==> src/core/cfg_space_pkg.sv <==
// Purpose: shared constants and types for the configuration register slave
// Assumes: 64-bit system bus addresses, data bit 31 is the word's bit 0 (msb first numbering)
// Notes: field positions are given as lsb-numbered data bits
package cfg_space_pkg;
  // fixed address windows
  localparam logic [63:0] CFG_BASE = 64'hFFFF_FFFF_FF20_0000;
  localparam logic [63:0] CFG_SPAN = 64'h0000_0000_0000_0100;
  localparam logic [63:0] ROM_BASE = 64'hFFFF_FFFF_FFA0_0000;
  localparam logic [63:0] ROM_LAST = 64'hFFFF_FFFF_FFBF_FFFF;
  // register indices in units of the spacing
  localparam logic [4:0] IDX_CHAR = 5'h00;
  localparam logic [4:0] IDX_IDENT = 5'h01;
  localparam logic [4:0] IDX_UNIT_FIRST = 5'h02;
  localparam logic [4:0] IDX_BASE1 = 5'h06;
  localparam logic [4:0] IDX_BASE2_NARROW = 5'h07;
  localparam logic [4:0] IDX_BASE2_WIDE = 5'h08;
  // identity word layout
  localparam int ID_MAKER_BIT = 31;
  localparam int ID_RSVD_LSB = 24;
  localparam int ID_TYPE_LSB = 8;
  localparam logic [6:0] ID_RSVD_VALUE = 7'h00;
  // bus unit identifier field
  localparam int UNIT_LSB = 16;
  localparam int UNIT_W = 9;
  // memory base fields, 1 MB granularity
  localparam int BASE_LSB = 20;
  localparam int NARROW_BASE_W = 12;
  localparam int WIDE_BASE_W = 44;
  // characteristics word layout
  localparam int CH_CLASS_LSB = 28;
  localparam int CH_ALLOC_LSB = 26;
  localparam int CH_MEM1_LSB = 20;
  localparam int CH_MEM2_LSB = 16;
  localparam int CH_ROM_LSB = 5;
  localparam int CH_INC_LSB = 2;
  localparam logic [3:0] CLASS_IO = 4'h3;
  localparam logic [1:0] ROM_NONE = 2'h0;
  localparam logic [1:0] ROM_BYTE = 2'h2;
  localparam logic [1:0] ROM_WORD = 2'h3;
  localparam logic [2:0] INC_4 = 3'h0;
  localparam logic [2:0] INC_8 = 3'h1;
  localparam int DELTA_SHIFT_MIN = 2;
  // lsb-numbered address bit that is big-endian bit 29 of a word address
  localparam int SKIP_BIT = 2;
  localparam int ROM_AW = 21;

  typedef enum logic [1:0] {SZ_BYTE, SZ_WORD, SZ_DWORD} acc_size_t;

  typedef struct packed {
    logic write;
    acc_size_t size;
    logic [63:0] addr;
    logic [63:0] wdata;
  } bus_req_t;

  typedef struct packed {
    logic [3:0] dev_class;
    logic [1:0] unit_alloc;
    logic [3:0] mem1;
    logic [3:0] mem2;
    logic [1:0] rom_ind;
    logic [2:0] incr;
  } char_cfg_t;
endpackage

==> src/core/device_config_space_regs.sv <==
// Purpose: architected configuration registers and option rom window of a plug-in device
// Assumes: bus requests and slot enable come from logic on core_clk_i
// Notes: config access answers one cycle after it is taken, rom reads two, refused or skipped rom accesses one
`timescale 1ns/1ps
module device_config_space_regs
  import cfg_space_pkg::*;
#(
  parameter char_cfg_t CHAR_CFG = '{dev_class: 4'h3, unit_alloc: 2'h3, mem1: 4'h1,
                                    mem2: 4'h2, rom_ind: 2'h3, incr: 3'h0},
  parameter logic WIDE_VARIANT = 1'b0,
  parameter logic DEFER_IDENTITY = 1'b0,
  parameter logic THIRD_PARTY = 1'b1,           // arbitrary value
  parameter logic [15:0] DEVICE_TYPE = 16'h0040, // arbitrary value
  parameter logic [7:0] DEVICE_NUMBER = 8'h5A   // arbitrary value
) (
  input wire logic core_clk_i,        // system bus clock
  input wire logic reset_i,           // async reset, high
  input wire logic clk_en_i,          // freezes all state when low
  input wire logic slot_en_i,         // slot enable for this device
  input wire logic req_valid_i,       // bus request present
  input wire bus_req_t req_i,         // bus request fields
  input wire logic [31:0] rom_data_i, // rom word, sampled while rom_rd_o stands
  output logic busy_o,                // rom read in flight, no request taken
  output logic ack_o,                 // answer pulse
  output logic err_o,                 // refused access, with ack_o
  output logic [63:0] rdata_o,        // read data
  output logic [1:0] mem_hit_o,       // memory region hit per request
  output logic rom_rd_o,              // rom read strobe
  output logic [ROM_AW-3:0] rom_addr_o // rom content word address
);
  typedef enum logic {ST_IDLE, ST_ROM} state_t;

  // mask of base bits kept for an allocation code
  function automatic logic [WIDE_BASE_W-1:0] base_mask(input logic [3:0] code, input logic wide);
    logic [WIDE_BASE_W-1:0] m;
    m = '0;
    if (code != 4'h0) begin
      m = {WIDE_BASE_W{1'b1}} << (code - 4'h1);
    end
    if (!wide) begin
      m = m & {{(WIDE_BASE_W-NARROW_BASE_W){1'b0}}, {NARROW_BASE_W{1'b1}}};
    end
    return m;
  endfunction

  // number of identifier registers for an allocation code
  function automatic logic [2:0] unit_count(input logic [1:0] code);
    logic [2:0] n;
    n = 3'h0;
    unique case (code)
      2'h0: n = 3'h0;
      2'h1: n = 3'h1;
      2'h2: n = 3'h2;
      2'h3: n = 3'h4;
    endcase
    return n;
  endfunction

  // big-endian byte lane of a rom word
  function automatic logic [7:0] rom_byte(input logic [31:0] w, input logic [1:0] lane);
    logic [7:0] b;
    b = 8'h00;
    unique case (lane)
      2'h0: b = w[31:24];
      2'h1: b = w[23:16];
      2'h2: b = w[15:8];
      2'h3: b = w[7:0];
    endcase
    return b;
  endfunction

  state_t state_reg;
  logic [UNIT_W-1:0] unit_id_reg [4];
  logic [WIDE_BASE_W-1:0] base_reg [2];
  logic [1:0] lane_reg;
  logic word_reg;

  // characteristics and identity words are constants of the design
  wire logic [31:0] char_word = ({28'h0, CHAR_CFG.dev_class} << CH_CLASS_LSB) |
                                ({30'h0, CHAR_CFG.unit_alloc} << CH_ALLOC_LSB) |
                                ({28'h0, CHAR_CFG.mem1} << CH_MEM1_LSB) |
                                ({28'h0, CHAR_CFG.mem2} << CH_MEM2_LSB) |
                                ({30'h0, CHAR_CFG.rom_ind} << CH_ROM_LSB) |
                                ({29'h0, CHAR_CFG.incr} << CH_INC_LSB);
  wire logic [23:0] ident_hi = DEFER_IDENTITY ? 24'h0 : {DEVICE_TYPE, DEVICE_NUMBER};
  wire logic [31:0] ident_word = {THIRD_PARTY, ID_RSVD_VALUE, ident_hi};

  // spacing from the increment field
  wire logic [2:0] delta_shift = (CHAR_CFG.incr == INC_8) ? 3'(DELTA_SHIFT_MIN + 1) :
                                 3'(DELTA_SHIFT_MIN);
  wire logic [63:0] delta_mask = (64'h1 << delta_shift) - 64'h1;

  // request acceptance
  // busy_o and ST_ROM always move together, so the state test is the busy test;
  // a request that arrives during a rom read waits with its valid held
  wire logic take = clk_en_i && req_valid_i && (state_reg == ST_IDLE);

  // configuration window decode
  wire logic [63:0] cfg_off = req_i.addr - CFG_BASE;
  wire logic in_cfg = (req_i.addr >= CFG_BASE) && (cfg_off < CFG_SPAN);
  wire logic cfg_aligned = (cfg_off & delta_mask) == 64'h0;
  wire logic [63:0] cfg_idx64 = cfg_off >> delta_shift;
  wire logic [4:0] cfg_idx = cfg_idx64[4:0];
  wire logic [4:0] unit_rel = cfg_idx - IDX_UNIT_FIRST;
  wire logic is_unit = cfg_aligned && (cfg_idx >= IDX_UNIT_FIRST) &&
                       ({2'h0, unit_rel} < {4'h0, unit_count(CHAR_CFG.unit_alloc)});
  wire logic [4:0] idx_base2 = WIDE_VARIANT ? IDX_BASE2_WIDE : IDX_BASE2_NARROW;
  wire logic is_base1 = cfg_aligned && (cfg_idx == IDX_BASE1) && (CHAR_CFG.mem1 != 4'h0);
  wire logic is_base2 = cfg_aligned && (cfg_idx == idx_base2) && (CHAR_CFG.mem2 != 4'h0);
  wire logic [WIDE_BASE_W-1:0] mask1 = base_mask(CHAR_CFG.mem1, WIDE_VARIANT);
  wire logic [WIDE_BASE_W-1:0] mask2 = base_mask(CHAR_CFG.mem2, WIDE_VARIANT);
  wire logic [WIDE_BASE_W-1:0] wr_base = WIDE_VARIANT ? req_i.wdata[63:BASE_LSB] :
    {{(WIDE_BASE_W-NARROW_BASE_W){1'b0}}, req_i.wdata[31:BASE_LSB]};

  // rom window decode
  // spacing and skip rules act on the window offset only; the window base is
  // aligned far beyond any spacing, so no carry from them reaches the base
  wire logic [63:0] rom_off64 = req_i.addr - ROM_BASE;
  wire logic [ROM_AW-1:0] rom_off = rom_off64[ROM_AW-1:0];
  wire logic rom_present = (CHAR_CFG.dev_class == CLASS_IO) && (CHAR_CFG.rom_ind != ROM_NONE);
  wire logic in_rom_span = (req_i.addr >= ROM_BASE) && (req_i.addr <= ROM_LAST);
  wire logic in_rom = in_rom_span && rom_present && slot_en_i;
  wire logic rom_skip = (CHAR_CFG.incr == INC_8) && rom_off[SKIP_BIT];
  wire logic [ROM_AW-1:0] content_off = (CHAR_CFG.incr == INC_8) ?
    {1'b0, rom_off[ROM_AW-1:SKIP_BIT+1], rom_off[SKIP_BIT-1:0]} : rom_off;
  wire logic word_ok = (CHAR_CFG.rom_ind == ROM_WORD) && (rom_off[1:0] == 2'h0);
  wire logic rom_size_ok = (req_i.size == SZ_BYTE) || ((req_i.size == SZ_WORD) && word_ok);

  // memory region decode on the stored bases
  wire logic [WIDE_BASE_W-1:0] req_page = WIDE_VARIANT ? req_i.addr[63:BASE_LSB] :
    {{(WIDE_BASE_W-NARROW_BASE_W){1'b0}}, req_i.addr[31:BASE_LSB]};
  wire logic hit1 = (CHAR_CFG.mem1 != 4'h0) && ((req_page & mask1) == base_reg[0]);
  wire logic hit2 = (CHAR_CFG.mem2 != 4'h0) && ((req_page & mask2) == base_reg[1]);
  // narrow bases sit in the top of a word, wide ones fill the double word
  wire logic [63:0] base_rd1 = WIDE_VARIANT ? {base_reg[0], 20'h0} :
                                {32'h0, base_reg[0][NARROW_BASE_W-1:0], 20'h0};
  wire logic [63:0] base_rd2 = WIDE_VARIANT ? {base_reg[1], 20'h0} :
                                {32'h0, base_reg[1][NARROW_BASE_W-1:0], 20'h0};

  // configuration read mux; anything else reads zero
  logic [63:0] cfg_rdata;
  always_comb begin
    cfg_rdata = 64'h0;
    if (cfg_aligned && cfg_idx == IDX_CHAR) begin
      cfg_rdata = {32'h0, char_word};
    end else if (cfg_aligned && cfg_idx == IDX_IDENT) begin
      cfg_rdata = {32'h0, ident_word};
    end else if (is_unit) begin
      cfg_rdata = {39'h0, unit_id_reg[unit_rel[1:0]], 16'h0};
    end else if (is_base1) begin
      cfg_rdata = base_rd1;
    end else if (is_base2) begin
      cfg_rdata = base_rd2;
    end
  end

  // identifier registers, written only in the implemented field
  always_ff @(posedge core_clk_i or posedge reset_i) begin
    if (reset_i) begin
      for (int k = 0; k < 4; k++) begin
        unit_id_reg[k] <= '0;
      end
    end else if (take && in_cfg && req_i.write && is_unit) begin
      unit_id_reg[unit_rel[1:0]] <= req_i.wdata[UNIT_LSB+UNIT_W-1:UNIT_LSB];
    end
  end

  // base registers keep only bits that size and alignment need
  // software is trusted to align the base; low bits it writes are dropped,
  // not rounded, so a misaligned base lands on the region below it
  always_ff @(posedge core_clk_i or posedge reset_i) begin
    if (reset_i) begin
      base_reg[0] <= '0;
      base_reg[1] <= '0;
    end else if (take && in_cfg && req_i.write) begin
      if (is_base1) begin
        base_reg[0] <= wr_base & mask1;
      end
      if (is_base2) begin
        base_reg[1] <= wr_base & mask2;
      end
    end
  end

  // answer sequencing; a rom read holds the bus one extra cycle for the rom
  always_ff @(posedge core_clk_i or posedge reset_i) begin
    if (reset_i) begin
      state_reg <= ST_IDLE;
      busy_o <= 1'b0;
      ack_o <= 1'b0;
      err_o <= 1'b0;
      rdata_o <= 64'h0;
      rom_rd_o <= 1'b0;
      rom_addr_o <= '0;
      lane_reg <= 2'h0;
      word_reg <= 1'b0;
    end else if (clk_en_i) begin
      ack_o <= 1'b0;
      err_o <= 1'b0;
      rom_rd_o <= 1'b0;
      unique case (state_reg)
        ST_IDLE: begin
          if (take && in_cfg) begin
            ack_o <= 1'b1;
            rdata_o <= req_i.write ? 64'h0 : cfg_rdata;
          end else if (take && in_rom) begin
            ack_o <= 1'b1;
            rdata_o <= 64'h0;
            if (req_i.write || !rom_size_ok) begin
              err_o <= 1'b1;
            end else if (!rom_skip) begin
              ack_o <= 1'b0;
              rom_rd_o <= 1'b1;
              rom_addr_o <= content_off[ROM_AW-1:2];
              lane_reg <= content_off[1:0];
              word_reg <= (req_i.size == SZ_WORD);
              busy_o <= 1'b1;
              state_reg <= ST_ROM;
            end
          end
        end
        ST_ROM: begin
          ack_o <= 1'b1;
          rdata_o <= word_reg ? {32'h0, rom_data_i} : {56'h0, rom_byte(rom_data_i, lane_reg)};
          busy_o <= 1'b0;
          state_reg <= ST_IDLE;
        end
      endcase
    end
  end

  // region hits, refreshed on every taken request
  // the flags only observe the request; the memory space path that acts
  // on them lies outside this block, so no answer is given here
  always_ff @(posedge core_clk_i or posedge reset_i) begin
    if (reset_i) begin
      mem_hit_o <= 2'h0;
    end else if (clk_en_i) begin
      mem_hit_o <= take ? {hit2, hit1} : 2'h0;
    end
  end

  wire logic rd_ident = take && in_cfg && !req_i.write && cfg_aligned && cfg_idx == IDX_IDENT;
  wire logic rd_unit = take && in_cfg && !req_i.write && is_unit;
  wire logic rd_base1 = take && in_cfg && !req_i.write && is_base1;
  wire logic rom_good = take && in_rom && !req_i.write && rom_size_ok && !rom_skip;
endmodule

==> config.mk <==
export PLATFORM = sky130hd
export DESIGN_NAME = device_config_space_regs
export DESIGN_NICKNAME = d
export VERILOG_FILES = /design/src/core/cfg_space_pkg.sv /design/src/core/device_config_space_regs.sv
export SDC_FILE = /design/constraint.sdc
export NUM_CORES = 1
export LEC_CHECK = 0
export ABC_AREA = 1
export BUFFER_PORTS_ARGS = -buffer_cell sky130_fd_sc_hd__buf_2
export CORE_MARGIN = 2
export CORE_UTILIZATION = 40
export CTS_BUF_LIST = sky130_fd_sc_hd__clkbuf_4 sky130_fd_sc_hd__clkbuf_8 sky130_fd_sc_hd__clkbuf_16
export DETAILED_ROUTE_END_ITERATION = 7
export PLACE_DENSITY_LB_ADDON = 0.12
export SYNTH_ARGS = -nofsm -noshare
export SYNTH_HDL_FRONTEND = slang
export SYNTH_SLANG_ARGS = --single-unit
==> constraint.sdc <==
create_clock -name core_clk_i -period 5.85 [get_ports core_clk_i]
set_clock_uncertainty 0.15 [all_clocks]
set_input_delay 0.2925 -clock core_clk_i [delete_from_list [all_inputs] [get_ports core_clk_i]]
set_output_delay 0.2925 -clock core_clk_i [all_outputs]
set_load 0.01 [all_outputs]
* Yosys cells after proc, flatten, opt, wreduce, memory -nomap -nowiden
Index checks and enable logic that the tools add are counted.
Word-level totals: register bits after elaboration 152, bits of input ports 168, output and inout port bits 89, logic and storage cells 107
Cells by class: add/sub/neg operators 3, magnitude comparators 8, equal/unequal tests 13, multiplexer cells 33, bitwise logic cells 4, reduce and logical (&&, ||, !) cells 30
Operators with widths (count):
- 64-bit two-way mux | 7
- 64-bit greater-or-equal comparator, second input constant | 2
- 64-bit one-hot mux with 2 select lines | 1
- 64-bit less-or-equal comparator, second input constant | 1
- 64-bit logical NOT | 1
- 64-bit by 9-bit less-than comparator with 1-bit output, second input constant | 1
- 32-bit two-way mux | 2
- 64-bit subtractor, second input constant | 1
- 36-bit bitwise mux | 1
- 8-bit one-hot mux with 4 select lines | 1
- 9-bit two-way mux | 3
- 21-bit by 1-bit subtractor with 21-bit output, second input constant | 1
- 9-bit binary-select mux with 2-bit select | 1
- 9-bit demux with 2-bit select | 1
- 1-bit logical AND | 17
- 12-bit equality test | 1
- 1-bit two-way mux | 12
- 11-bit equality test | 1
- 5-bit by 3-bit equality test with 1-bit output, second input constant | 2
- 2-bit logical NOT | 3
- 1-bit one-hot mux with 2 select lines | 3
- 2-bit AND reduction | 3
- 5-bit by 1-bit equality test with 1-bit output, second input constant | 1
- 5-bit by 2-bit greater-or-equal comparator with 1-bit output, second input constant | 1
- 17 further kinds | 23

* Longest topological paths before layout
word-level depth 12, gate-level depth with buffers 21, depth with buffers taken out 20

* Least setup slack after synthesis
OpenSTA, ideal clock, no wires.
path type input to register, start point input port req_i[86] in the netlist's numbering, end point register unit_id_reg[16] in the netlist's numbering, arrival time 2.323 ns, required time 5.578 ns, setup slack 3.255 ns, stages 15, path through inv_1 ha_1 a21oi_4 nand3_1 nor2_1 nand2_1 xor2_1 nand2_1 nor2_1 nand3_4 nor2_8 nand3_4 buf_6 nand2_2 o21ai_2
On the way: longest elaborated chain between the ends 6
Ends and longest elaborated chain:
- start, declared | line device_config_space_regs.sv:21 | input wire bus_req_t req_i,
- 64-bit subtractor | line device_config_space_regs.sv:99 | wire logic [63:0] cfg_off = req_i.addr - CFG_BASE;
- 64-bit by 9-bit less-than comparator with 1-bit output | line device_config_space_regs.sv:100 | wire logic in_cfg = (req_i.addr >= CFG_BASE) && (cfg_off < CFG_SPAN);
- 1-bit logical AND (*) | line device_config_space_regs.sv:100
- 1-bit logical AND (*)
- 1-bit logical AND (*) (2 in a row) | line device_config_space_regs.sv:163 | end else if (take && in_cfg && req_i.write && is_unit) begin
- end signal, assigned by index | line device_config_space_regs.sv:164 | unit_id_reg[unit_rel[1:0]] <= req_i.wdata[UNIT_LSB+UNIT_W-1:UNIT_LSB];
- end, declared | line device_config_space_regs.sv:73 | logic [UNIT_W-1:0] unit_id_reg [4];
Mark *: on every way between the ends. The rest lies on a longest branch, timed or not. A chain may end at the register's enable or synchronous reset.

==> out/summary.log <==
INFO  synth          netlist_area=0.00843mm^2
INFO  power          power.density_cell_area=220mW/mm^2
INFO  setup_path     setup.worst_path.start_class=flop
INFO  grt            grt.met1_usage=0.349
INFO  die            number_of_ports_placed_on_the_die_boundary=257
INFO  cts            tritoncts_clock_tree=done
INFO  drt            dr.first_iter.drc_count=595
INFO  synth          synth-seq-cells=119
INFO  grt            grt_start_max_net_pins=65
INFO  timing         final-max-slew-violation-count=0
INFO  cts            number_of_clock_sinks=119
INFO  layout         final.fill_count=2220
INFO  layout         antennaDiodeCount=0
INFO  flow_run       max_cap_viol_count=0
INFO  synth          cells_taking_the_most_area_after_synthesis=sky130_fd_sc_hd__dfrtp_1, sky130_fd_sc_hd__nand2_1, sky130_fd_sc_hd__nor2_1, sky130_fd_sc_hd__inv_1, sky130_fd_sc_hd__nand3_1
INFO  drt            dr_total_vias=8536
INFO  die            core_area=0.0209mm^2
INFO  grt            global_route.usage.met2=0.405
INFO  die            die_width=149um
INFO  power          pwr-share-clk=0.506
INFO  synth          synth_top_cell_by_area=sky130_fd_sc_hd__dfrtp_1
INFO  cts            path_clk_slew=60ps
INFO  setup_path     worst_ep_arrival_time=3980ps
INFO  place          place_congestion=0.894
INFO  drt            postRouteWirelength=27800um
INFO  die            die-area=0.0223mm^2
INFO  worst_hold_path hp-class=in -> reg
INFO  layout         largest_register_ffs=36
INFO  timing         setup_total_negative_slack=0ps
INFO  power          power.net_switching=587uW
INFO  drt            post-route-drc-count=0
INFO  cts            cts_buffer_depth=2
INFO  power          p_leak=0.00518uW
INFO  grt            grt_remaining_overflow=0
INFO  place          detailedPlacementHpwl=21700um
INFO  layout         finalInstanceArea=0.0101mm^2
INFO  synth          synth_enable_flop_cells=0
INFO  synth          synth_area_per_cell=6.82um^2
INFO  synth          syn-instance-count=1236
INFO  power          worst_ir_drop_vdd=0.203mV
INFO  run_status     outcome=complete, no violations
INFO  cts            post_cts.repair.setup_buffers=0
INFO  timing         hold_viol=0
INFO  synth          synth_largest_type_area_fraction=0.353
INFO  timing         minimum_clock_period=3770ps
INFO  layout         synthToLayoutAreaGrowth=19.4%
INFO  grt            first_global_vias=8095
INFO  timing         unrepaired_setup_endpoints_after_global_routing=false
INFO  timing         hold-worst-slack=1.52ps
INFO  timing         max_slew.worst_pin.slew=880ps
INFO  setup_path     required=6060ps
INFO  grt            grt_antenna_before_repair=0
INFO  power          power_switching_share=0.265
INFO  drt            postRouteAntennaNets=0
INFO  synth          synth-seq-area-share=0.353
INFO  drt            vias_per_cell=5.03
INFO  cts            clk_latency=420ps
INFO  setup_path     critPathCaptureType=flop
INFO  timing         maxClockFrequency=265MHz
INFO  setup_path     worst-path-max-fanout=39
INFO  timing         slew_margin_rel=0.413
INFO  setup_path     critPathKind=reg -> reg
INFO  power          power.combinational.fraction=0.115
INFO  place          port_buffers=176
INFO  timing         setup_viol=0
INFO  power          power_report.internal_total=1630uW
INFO  layout         multi_input_comb_area=0.00464mm^2
INFO  cts            clock_tree.htree_level_count=4
INFO  die            die_y=149um
INFO  drt            detail_route.first_pass.iterations=6
INFO  die            num_rows=53
INFO  layout         ratio_of_cells_with_drive_above_1_in_the_final_layout=0.187
INFO  grt            grt.busiest_layer=met2
INFO  power          seq_power_share=0.378
INFO  grt            wire_length_of_the_first_global_routing_pass=43300um
INFO  synth          synth.yosys.warnings=0
INFO  place          placed_cell_area=0.00933mm^2
INFO  layout         fin_nets=1581
INFO  drt            wl_per_cell=16.4um
INFO  synth          synth_cell_types=46
INFO  cts            cts_buffers=17
INFO  grt            grt_util_met3=0.0462
INFO  die            floorplan.initialDensity=0.404
INFO  synth          ys_async_sr_fraction=1.00
INFO  layout         seq_area=0.00298mm^2
INFO  cts            root_buffer_master=sky130_fd_sc_hd__clkbuf_16
INFO  timing         final.period_utilization=0.645
INFO  grt            grt_util_all_layers=0.252
INFO  synth          synth_flop_cell=sky130_fd_sc_hd__dfrtp_1
area by class of cell:
class	instances	share of cell area
flip-flops and latches	119	0.296
clock inverters	14	0.0196
multi-input cells	956	0.460
inverters	127	0.0476
repair buffers	189	0.100
clock buffers	17	0.0422
well taps	275	0.0342
critical path, cell delays in order (launching register included):
cell                       delay (ps)
sky130_fd_sc_hd__dfrtp_1          570
sky130_fd_sc_hd__inv_1            260
sky130_fd_sc_hd__nand3_1          210
sky130_fd_sc_hd__nor2_1           150
sky130_fd_sc_hd__nand2_1           60
sky130_fd_sc_hd__nor2_1           100
sky130_fd_sc_hd__nand2_1           60
sky130_fd_sc_hd__nor2_1           130
sky130_fd_sc_hd__nand2_1           90
sky130_fd_sc_hd__nor2_1           120
sky130_fd_sc_hd__nand2_1           80
sky130_fd_sc_hd__nor2_2           170
sky130_fd_sc_hd__nand3_4          250
sky130_fd_sc_hd__nand2_4          210
sky130_fd_sc_hd__nand2_2          390
sky130_fd_sc_hd__clkinv_1         500
sky130_fd_sc_hd__nand2_1          130
sky130_fd_sc_hd__nand2_1           80
kinds of logic after synthesis:
| kind of cell | Yosys count | synth area share |
|---|---|---|
| AND/OR/NAND/NOR | 716 | 0.375 |
| buffers and inverters | 192 | 0.111 |
| AO/OA/AOI/OAI | 171 | 0.121 |
| flip-flops | 119 | 0.353 |
| XOR/XNOR | 34 | 0.0353 |
| adder cells (fa/ha/maj) | 3 | 0.00445 |
| other | 1 | 0.000445 |
cells in the final DEF (no fill, tap or decap), types with 7 or more instances in the layout:
master and n:
sky130_fd_sc_hd__clkbuf_16 17, sky130_fd_sc_hd__o21ai_2 14, sky130_fd_sc_hd__nor2_2 12, sky130_fd_sc_hd__o21ai_1 53, sky130_fd_sc_hd__dlygate4sd3_1 12, sky130_fd_sc_hd__a32oi_1 7, sky130_fd_sc_hd__o21ai_0 53, sky130_fd_sc_hd__nor4_1 8
sky130_fd_sc_hd__nand2_1 401, sky130_fd_sc_hd__o22ai_1 11, sky130_fd_sc_hd__buf_2 176, sky130_fd_sc_hd__a21oi_1 14, sky130_fd_sc_hd__nand3b_1 8, sky130_fd_sc_hd__conb_1 32, sky130_fd_sc_hd__nor3_1 16, sky130_fd_sc_hd__nand2_2 9
sky130_fd_sc_hd__nand3_1 65, sky130_fd_sc_hd__inv_1 120, sky130_fd_sc_hd__xor2_1 27, sky130_fd_sc_hd__xnor2_1 7, sky130_fd_sc_hd__nand4_1 31, sky130_fd_sc_hd__dfrtp_1 119, sky130_fd_sc_hd__nor2_1 143
per-stage QoR:
stage | total power (uW) | setup WS (ps) | util | instances
final | 2220 | 2080 | 0.482 | 1697
after detailed placement | 1100 | 1690 | 0.446 | 1654
after floorplan | 1010 | 2250 | - | 1267
after CTS | 2230 | 2050 | 0.482 | 1697
after global placement | 1100 | 1670 | 0.446 | 1654
after global routing | 2300 | 1650 | 0.482 | 1697
power groups by stage:
| stage | Clock (uW) | Sequential (uW) | Combinational [uW] |
|---|---|---|---|
| after detailed placement | 0 | 854 | 249 |
| final | 1120 | 839 | 256 |
| after global routing | 1180 | 839 | 286 |
| after CTS | 1140 | 839 | 256 |
| after global placement | 0 | 854 | 248 |
| after floorplan | 0 | 858 | 149 |
worst paths after layout:
path,from,endpoint,slack (ps),cells past startpoint
max,rom_rd_o,rdata_o[6],2080,17
min,rom_data_i[12],rdata_o[12],2,3
max reg2reg,rom_rd_o,rdata_o[6],2080,17
min reg2reg,rdata_o[20],rdata_o[20],330,2
max in group asynchronous,reset_i,err_o,3830,4
min in group asynchronous,reset_i,rom_addr_o[14],390,3
cells in the mapped netlist (all sizes together) (2+ instances only):
| library cell | number |
|---|---|
| nand2 | 414 |
| dfrtp | 119 |
| ha | 3 |
| a22oi | 4 |
| nor3 | 16 |
| a21oi | 15 |
| nor4 | 8 |
| o22ai | 11 |
| nor2 | 160 |
| clkinv | 3 |
| o21ai | 120 |
| a32oi | 7 |
| xor2 | 27 |
| buf | 55 |
| xnor2 | 7 |
| a221oi | 2 |
| nand3b | 8 |
| nand3 | 73 |
| a22o | 5 |
| nor3b | 3 |
| clkbuf | 10 |
| nand4 | 31 |
| and2 | 2 |
| inv | 124 |
timing repair:
item | 4_1_cts | 5_1_grt
hold buffers | 12 | 0
resized for setup | 0 | 0
endpoints found under the hold margin | 72 | 0
metal layers:
layer / share of wire / routed length [um]
met4: 0.021 / 574
met2: 0.45 / 12600
met1: 0.47 / 13000
met5: 0 / 0
met3: 0.058 / 1610
Note: power is estimated with default switching activity, not from simulation.
